==> config.mk <==
export PLATFORM = sky130hd
export DESIGN_NAME = comparator_control
export DESIGN_NICKNAME = d
export VERILOG_FILES = /design/src/hw/comparator_pkg.sv /design/src/hw/comparator_control.sv
export SDC_FILE = /design/constraint.sdc
export NUM_CORES = 1
export LEC_CHECK = 0
export BUFFER_PORTS_ARGS = -buffer_cell sky130_fd_sc_hd__buf_2
export CORE_MARGIN = 8
export CORE_UTILIZATION = 28
export CTS_BUF_LIST = sky130_fd_sc_hd__clkbuf_4 sky130_fd_sc_hd__clkbuf_8
export CTS_CLUSTER_DIAMETER = 60
export CTS_CLUSTER_SIZE = 16
export DETAILED_ROUTE_END_ITERATION = 6
export PLACE_DENSITY = 0.52
export SKIP_LAST_GASP = 1
export SYNTH_ARGS = -nofsm -noshare
export SYNTH_HDL_FRONTEND = slang
export SYNTH_SLANG_ARGS = --single-unit
export TNS_END_PERCENT = 10
==> constraint.sdc <==
create_clock -name clk_sys -period 3.85 [get_ports clk_sys]
set_input_delay 0.5775 -clock clk_sys [delete_from_list [all_inputs] [get_ports clk_sys]]
set_output_delay 0.5775 -clock clk_sys [all_outputs]
set_load 0.005 [all_outputs]
==> src/hw/comparator_pkg.sv <==
// Function
// - output invalid 2.5 us, 60 us with reference
// - control bits 2:1 choose hysteresis level
// - one positive, one negative input select field
// - low power bit reduces bias current
// - unsynchronised output, after the invert bit, offered as event while enabled
// - control bits 5:4 choose flag edge
// - single interrupt source, comparator toggle
// - selected edge sets status bit 0
// - request while enable and flag both set
// - idle sleep runs as active
// - standby halts unless keep running set
// - power down disables comparator and pad
// - control bit 6 drives pad
// - control bit 0 enables, fields reset zero
// - negative field: pin0, pin1, reference, converter
// - invert bit 7 applies to every consumer
// - state bit 4 after three cycles
// - writing one clears flag, zero keeps
package comparator_pkg;
   localparam logic [2:0] ADDR_CONTROL    = 3'h0;
   localparam logic [2:0] ADDR_INPUT_SEL  = 3'h2;
   localparam logic [2:0] ADDR_IRQ_ENABLE = 3'h6;
   localparam logic [2:0] ADDR_IRQ_STATUS = 3'h7;
   localparam logic [7:0] RESET_VALUE     = 8'h00;
   localparam int BIT_ENABLE     = 0;
   localparam int BIT_HYST_LO    = 1;
   localparam int BIT_LOW_POWER  = 3;
   localparam int BIT_EDGE_LO    = 4;
   localparam int BIT_PAD_ENABLE = 6;
   localparam int BIT_KEEP_RUN   = 7;
   localparam int BIT_NEG_LO     = 0;
   localparam int BIT_POS_LO     = 3;
   localparam int BIT_INVERT     = 7;
   localparam int BIT_FLAG       = 0;
   localparam int BIT_STATE      = 4;
   localparam logic [7:0] MASK_CONTROL   = 8'hFF;
   localparam logic [7:0] MASK_INPUT_SEL = 8'h9B;
   localparam logic [1:0] EDGE_ANY       = 2'h0;
   localparam logic [1:0] EDGE_FALL      = 2'h2;
   localparam logic [1:0] EDGE_RISE      = 2'h3;
   localparam logic [1:0] SLEEP_ACTIVE   = 2'h0;
   localparam logic [1:0] SLEEP_IDLE     = 2'h1;
   localparam logic [1:0] SLEEP_STANDBY  = 2'h2;
   localparam logic [1:0] SLEEP_POWER_DN = 2'h3;
   localparam int CLOCK_MHZ          = 40;
   localparam int STARTUP_CORE_NS    = 2500;
   localparam int STARTUP_REF_NS     = 60000;
   localparam int STARTUP_CORE_CYCLES = (STARTUP_CORE_NS * CLOCK_MHZ + 999) / 1000;
   localparam int STARTUP_REF_CYCLES  = (STARTUP_REF_NS * CLOCK_MHZ + 999) / 1000;
   localparam logic [1:0] NEG_REFERENCE = 2'h2;
endpackage

==> src/hw/comparator_control.sv <==
`timescale 1ns/10ps
`default_nettype none
module comparator_control
   import comparator_pkg::*;
#(
   parameter int STARTUP_REF_COUNT = STARTUP_REF_CYCLES
) (
   input  wire logic       clk_sys,           // peripheral clock, 40 MHz
   input  wire logic       sys_rst,           // synchronous reset, high
   input  wire logic [2:0] reg_addr,          // register offset
   input  wire logic [7:0] reg_wdata,         // write data
   input  wire logic       reg_write,         // write strobe
   input  wire logic       reg_read,          // read strobe
   output logic      [7:0] reg_rdata,         // read data, cycle after strobe
   input  wire logic [1:0] sleep_mode,        // 0 active,1 idle,2 standby,3 power down
   input  wire logic       clk_requested,     // another module keeps clock in standby
   input  wire logic       core_out,          // raw analog comparator output
   output logic            core_enable,       // analog core on
   output logic      [1:0] hysteresis_level,  // hysteresis selection
   output logic            low_power_bias,    // reduced current
   output logic      [1:0] positive_input_select, // positive mux
   output logic      [1:0] negative_input_select, // negative mux
   output logic            event_out,         // unsynchronised event source
   output logic            pad_out,           // pad data
   output logic            pad_oe_n,          // pad enable, low drives
   output logic            output_valid,      // startup time elapsed
   output logic            irq                // interrupt request
);
   logic [7:0]  control_reg;
   logic [7:0]  input_sel_reg;
   logic        irq_enable_reg;
   logic        flag_reg;
   logic [2:0]  sync_reg;
   logic [7:0]  rdata_reg;
   logic [15:0] startup_reg;
   logic [15:0] startup_next;
   logic        flag_next;

   wire         in_standby   = (sleep_mode == SLEEP_STANDBY);
   wire         in_power_dn  = (sleep_mode == SLEEP_POWER_DN);
   // standby halts unless kept running; power down always halts
   wire         halted       = in_power_dn || (in_standby && !control_reg[BIT_KEEP_RUN]);
   wire         running      = control_reg[BIT_ENABLE] && !halted;
   // without clock requests the status side freezes in standby
   wire         status_live  = !(in_standby && !clk_requested);
   wire         inverted_out = core_out ^ input_sel_reg[BIT_INVERT];
   wire         sel_edge_any = (control_reg[BIT_EDGE_LO+:2] == EDGE_ANY);
   wire         sel_edge_f   = (control_reg[BIT_EDGE_LO+:2] == EDGE_FALL);
   wire         sel_edge_r   = (control_reg[BIT_EDGE_LO+:2] == EDGE_RISE);
   // raw pin passes two flops before the invert; the history stage keeps the inverted level
   wire         sync_level   = sync_reg[1] ^ input_sel_reg[BIT_INVERT];
   wire         rise         = sync_level && !sync_reg[2];
   wire         fall         = !sync_level && sync_reg[2];
   // reserved edge code 1 sets nothing
   wire         edge_hit     = running && status_live && output_valid &&
                               ((sel_edge_any && (rise || fall)) || (sel_edge_f && fall) || (sel_edge_r && rise));
   wire         wr_control   = reg_write && (reg_addr == ADDR_CONTROL);
   wire         wr_input     = reg_write && (reg_addr == ADDR_INPUT_SEL);
   wire         wr_irq_en    = reg_write && (reg_addr == ADDR_IRQ_ENABLE);
   wire         wr_status    = reg_write && (reg_addr == ADDR_IRQ_STATUS);
   wire         clear_flag   = wr_status && reg_wdata[BIT_FLAG];
   wire [15:0]  startup_len  = (input_sel_reg[BIT_NEG_LO+:2] == NEG_REFERENCE) ?
                               16'(STARTUP_REF_COUNT) : 16'(STARTUP_CORE_CYCLES);

   assign core_enable           = running;
   assign hysteresis_level      = control_reg[BIT_HYST_LO+:2];
   assign low_power_bias        = control_reg[BIT_LOW_POWER];
   assign positive_input_select = input_sel_reg[BIT_POS_LO+:2];
   assign negative_input_select = input_sel_reg[BIT_NEG_LO+:2];
   assign event_out             = running && inverted_out;
   assign pad_out               = running && inverted_out;
   assign pad_oe_n              = !(control_reg[BIT_PAD_ENABLE] && !in_power_dn);
   assign irq                   = irq_enable_reg && flag_reg;
   assign reg_rdata             = rdata_reg;
   assign output_valid          = running && (startup_reg == 16'h0000);
   // set wins over a clear in the same cycle
   assign flag_next             = edge_hit ? 1'b1 : (clear_flag ? 1'b0 : flag_reg);
   assign startup_next          = !running ? startup_len :
                                  (startup_reg != 16'h0000) ? startup_reg - 16'h0001 : startup_reg;

   always_ff @(posedge clk_sys) begin
      if (sys_rst) begin
         control_reg    <= RESET_VALUE;
         input_sel_reg  <= RESET_VALUE;
         irq_enable_reg <= 1'b0;
         flag_reg       <= 1'b0;
         sync_reg       <= 3'h0;
         rdata_reg      <= 8'h00;
         // loaded with the core length so an enable right after reset still waits
         startup_reg    <= 16'(STARTUP_CORE_CYCLES);
      end else begin
         if (wr_control) begin
            control_reg <= reg_wdata & MASK_CONTROL;
         end
         if (wr_input) begin
            input_sel_reg <= reg_wdata & MASK_INPUT_SEL;
         end
         if (wr_irq_en) begin
            irq_enable_reg <= reg_wdata[0];
         end
         flag_reg    <= flag_next;
         startup_reg <= startup_next;
         // two-stage synchroniser then a history stage; frozen in standby when clock is unrequested
         if (status_live) begin
            sync_reg <= {sync_level, sync_reg[0], core_out};
         end
         if (reg_read) begin
            case (reg_addr)
               ADDR_CONTROL:    rdata_reg <= control_reg;
               ADDR_INPUT_SEL:  rdata_reg <= input_sel_reg;
               ADDR_IRQ_ENABLE: rdata_reg <= {7'h00, irq_enable_reg};
               ADDR_IRQ_STATUS: rdata_reg <= {3'h0, sync_reg[2], 3'h0, flag_reg};
               default:         rdata_reg <= 8'h00;
            endcase
         end else begin
            rdata_reg <= 8'h00;
         end
      end
   end

   a_irq_follows_flag: assert property (@(posedge clk_sys) disable iff (sys_rst)
      (irq == (irq_enable_reg && flag_reg))) else $error("irq not flag and enable");
   a_clear_one: assert property (@(posedge clk_sys) disable iff (sys_rst)
      (clear_flag && !edge_hit) |=> !flag_reg) else $error("flag not cleared");
   a_edge_sets: assert property (@(posedge clk_sys) disable iff (sys_rst)
      edge_hit |=> flag_reg) else $error("edge did not set flag");
   a_zero_keeps: assert property (@(posedge clk_sys) disable iff (sys_rst)
      (flag_reg && wr_status && !reg_wdata[0]) |=> flag_reg) else $error("zero write cleared flag");
   a_power_down_off: assert property (@(posedge clk_sys) disable iff (sys_rst)
      in_power_dn |-> (!core_enable && pad_oe_n)) else $error("power down left core on");
   a_state_three: assert property (@(posedge clk_sys) disable iff (sys_rst)
      (status_live[*3]) |=> (sync_reg[2] == ($past(core_out, 3) ^ $past(input_sel_reg[BIT_INVERT]))))
      else $error("state delay wrong");
   a_no_edge_reserved: assert property (@(posedge clk_sys) disable iff (sys_rst)
      (control_reg[5:4] == 2'h1) |-> !edge_hit) else $error("reserved mode set flag");
   a_startup_hold: assert property (@(posedge clk_sys) disable iff (sys_rst)
      $rose(running) |-> !output_valid[*8]) else $error("output valid too early");
   a_event_gated: assert property (@(posedge clk_sys) disable iff (sys_rst)
      !running |-> (!event_out && !pad_out)) else $error("event or pad active while stopped");
   a_pad_enable: assert property (@(posedge clk_sys) disable iff (sys_rst)
      (control_reg[BIT_PAD_ENABLE] && !in_power_dn) |-> !pad_oe_n) else $error("pad not driven");
   a_status_frozen: assert property (@(posedge clk_sys) disable iff (sys_rst)
      !status_live |=> $stable(sync_reg)) else $error("status moved without clock");
   a_idle_runs: assert property (@(posedge clk_sys) disable iff (sys_rst)
      (sleep_mode == SLEEP_IDLE) |-> (core_enable == control_reg[BIT_ENABLE])) else $error("idle stopped core");
   a_flag_holds: assert property (@(posedge clk_sys) disable iff (sys_rst)
      (!edge_hit && !clear_flag) |=> $stable(flag_reg)) else $error("flag changed without cause");
endmodule // comparator_control
`default_nettype wire

Word level (Yosys, flattened, before mapping)

Cells that the tools add are included.
W data, S select, Z words.

Eq/ne operators: 9
Order comparisons: 0
Bitwise operators: 3
Muxes and demuxes: 6
Div/mod/pow operators: 0
Shift operators: 0
Add/subtract/negate cells: 1
Multipliers: 0
Reductions and logical operators: 38

Operators by type and width:

| operator                | count |
|---|---|
| $mux W16                | 2 |
| $pmux W8 S4             | 1 |
| $logic_and A1 B1 Y1     | 20 |
| $logic_not A16 Y1       | 1 |
| $reduce_bool A16 Y1     | 1 |
| $sub A16 B1 Y16 const B | 1 |
| $mux W12                | 1 |
| $eq A2 B2 Y1 const B    | 5 |
| $logic_not A1 Y1        | 8 |
| $eq A3 B3 Y1 const B    | 2 |
| $logic_or A1 B1 Y1      | 4 |
| $eq A3 B2 Y1 const B    | 1 |
| $logic_not A3 Y1        | 1 |
| $logic_not A2 Y1        | 1 |
| $mux W1                 | 2 |
| $ne A2 B1 Y1 const B    | 1 |
| $reduce_bool A2 Y1      | 1 |
| $reduce_or A2 Y1        | 1 |
| $xor A1 B1 Y1           | 2 |
| $not A1 Y1              | 1 |

Output and inout bits: 21
Memories kept: 0
Flip-flop bits (word level): 42
Memory bits (read-only): 0
Bits in latches: 0
Memory bits (writable): 0

Depth between registers and ports, before layout

Depth after elaboration: 9
Depth in mapped cells: 7
Depth with buffers taken out: 7

Worst setup path after synthesis

OpenSTA, ideal clock, no wires.

Kind: register to output
Start: register startup_reg[4]
End: output output_valid
Slack: 1.494 ns
Data arrival time: 1.779 ns
Required time: 3.273 ns
Stages on the path, launching flop included: 5
Cell sequence: dfxtp_1 -> or4_4 -> buf_6 -> or4_4 -> nor3_4

Cells in the longest elaborated chain, start to end: 2

Ends and longest elaborated chain:

| what                     | RTL line                  | text |
|---|---|---|
| start: declaration       | comparator_control.sv:35  | `logic [15:0] startup_reg;` |
| start signal: assignment | comparator_control.sv:90  | `startup_reg <= 16'(STARTUP_CORE_CYCLES);` |
| start signal: assignment | comparator_control.sv:102 | `startup_reg <= startup_next;` |
| $logic_not A16 Y1        | comparator_control.sv:75  | `assign output_valid = running && (startup_reg == 16'h0000);` |
| $logic_and A1 B1 Y1      | comparator_control.sv:75  |  |
| end: declaration         | comparator_control.sv:26  | `output logic output_valid,` |

Every way passes these cells.

Worst setup path after layout

Ends and elaborated chain as after synthesis.

==> reports/results.tsv <==
metric	value	unit
largest_register_ffs	16	
die_area	10300	um^2
timing.critical_path.cells	or4_4 > or4_4 > nor3_4 > buf_2	
cts.path.max_buffers	2	
async_flop_share	0	%
count_of_standard_cell_rows	31	
max_freq	350	MHz
number_of_port_buffers	39	
timing.hold.worst.class	reg -> reg	
synth-seq-area-share	40.9	%
clk_latency	0.29	ns
yosys.cell_types.count	41	
ff_to_ff_start	startup_reg[4]$_SDFFE_PP0N_	
relSlewSlack	35.5	%
max_slew.worst_pin.slew	0.961	ns
dpl-instance-area	2290	um^2
antenna-diode-count	0	
cellLeakagePower	0.921	nW
gr-total-overflow	0	
crit_slowest_cell	or4_4	
dominantRegCellSynth	dfxtp_1	
rrSetupSlack	1.53	ns
vias_per_cell	4.56	
synth_area_per_cell	8.64	um^2
p_per_area	353	nW/um^2
report.final.hold_viol_count	0	
areaGrowthSynthToFinish	16.8	%
remaining_drc_errors	0	
initialDrtViolationCount	116	
postLayoutCellArea	2400	um^2
cts_root_buf	clkbuf_8	
synth_cells	238	
antenna_violating_nets_post_route	0	
finalSetupTns	0	ns
ioPinCount	40	
finalWeightedCongestion	0.788	
global_route_wire_length_before_repair	8360	um
post_cts_resize_count	0	
nets	290	
post_cts_setup_buffer_count	0	
critPathLaunch	startup_reg[4]$_SDFFE_PP0N_	
wire_per_inst	13.9	um
cts_made_buffers	5	
drtPass1Iterations	4	
chipWidth	102	um
worst_ep_required_time	3.27	ns
grt_max_degree	24	
critical_path_class	reg -> out	
cts_hold_buf	0	
postRouteWirelength	5100	um
synth_seq_cells	42	
antenna_found_initial	0	
tritoncts_num_sinks	42	
critical_path.startpoint_type	flop	
drive_above_1_share	21.9	%
mostFrequentLayoutCells	dfxtp_1 (42), buf_2 (39), nand2_1 (29), nor2_1 (19), mux2i_1 (19)	
worst_path_dominant_cell_family	simple AND/OR/NAND/NOR gates	
number_of_global_route_vias_before_repair	1659	
synth-edff-count	0	
critPathMaxStageDelay	0.59	ns
place.detailed.hpwl	3880	um
report.final.setup_viol	0	
rsz0062_at_grt	no	
effective_utilization_at_floorplan	28.7	%
post_route_skew	0.00711	ns
dieHeight	102	um
yosysWarningCount	0	
postLayoutCoreUtil	33.5	%
layout.cells.most_common	dfxtp_1	
period_needed	2.85	ns
final.period_utilization	74.1	%
detailroute.via_count	1678	
run_status	finished clean	
endpoint_kind	output pin	
cts_tree	built	
worst-endpoint-arrival	2.28	ns
core	7180	um^2
worstPathMaxFanout	9	
vdd_drop_max	0.126	mV
grtUsageTotal	10.3	%
max_cap_violations	0	
synthesis.area	2060	um^2
clk_pin_slew	0.08	ns
hp-start	control_reg[6]$_SDFFE_PP0P_	
htreeDepth	2	
worst-path-buf-inv	1	
critical_path_most_common_cell	or4_4	
final_max_slew_viol_count	0	
mappedNetlistNets	260	
cells by family after synthesis:
kind of cell / after synthesis / synth area share (%)
and+or+nand+nor: 97 / 24.4
adders and majority gates: 3 / 1.83
xor gates and xnor gates: 4 / 1.70
muxes: 19 / 9.25
AOI/OAI and AO/OA: 43 / 14.8
DFF: 42 / 40.9
buffers and inverters: 30 / 7.18
layer usage:
metal / track usage (%) / vias up / part of all wire [%]
met5: 0 / - / 0
li1: - / 889 / -
met3: 2.75 / 4 / 4.0
met1: 13.5 / 756 / 49
met2: 15.8 / 29 / 45
met4: 3.67 / 0 / 1.2
synthesized netlist by cell type, types with 3 or more instances:
cell       n  share of area, %
dfxtp_1   42                41
nand2_1   29               5.3
mux2i_1   19               9.2
nor2_1    19               3.5
a21oi_1   17               4.1
inv_1     12               2.2
clkbuf_1   9               1.6
and2_1     7               2.1
buf_4      7               2.6
nand2b_1   7               2.1
nand3_1    6               1.5
nor3_1     6               1.5
nor4_1     5               1.5
a211oi_1   4               1.5
o31ai_1    4               1.5
or2_2      4               1.2
ha_1       3               1.8
o21ai_0    3              0.73
or4_1      3               1.1
xor2_1     3               1.3
worst paths after layout:
check,endpoint,depth (start not counted)
min,control_reg[6]$_SDFFE_PP0P_,2
max,output_valid,4
min reg2reg,control_reg[6]$_SDFFE_PP0P_,2
max reg2reg,startup_reg[7]$_SDFFE_PP0N_,5
worst reg2reg max path, stage by stage (launching register included):
cell,delay (ns)
dfxtp_1,0.33
or4_4,0.59
nor4_1,0.71
buf_4,0.28
a2111oi_0,0.12
mux2i_1,0.16
per-stage QoR:
step	setup WS, ns	total power, W	hold slack, ns	instances
after floorplan	1.49	0.000486	0.445	238
after global placement	1.33	0.000507	0.459	360
after detailed placement	1.30	0.000508	0.461	360
after CTS	0.972	0.000864	0.473	368
after global routing	0.915	0.000888	0.504	368
final	0.996	0.000849	0.470	368
final cells by class:
class | count | area [um^2]
fill | 763 | 4770
multi-input combinational | 166 | 1070
sequential | 42 | 841
timing repair buffer | 41 | 210
tap | 99 | 124
clock buffer | 6 | 76.3
inverter | 12 | 45.0
clock inverter | 2 | 37.5
power breakdown:
part	switching, W	leakage (nW)	total, W	internal (W)
combinational	0.0000312	0.527	0.0000525	0.0000213
sequential	0.00000462	0.339	0.000444	0.000440
clock	0.000151	0.0548	0.000352	0.000201
total	0.000187	0.921	0.000849	0.000662
Power figures use the tool's default switching activity.
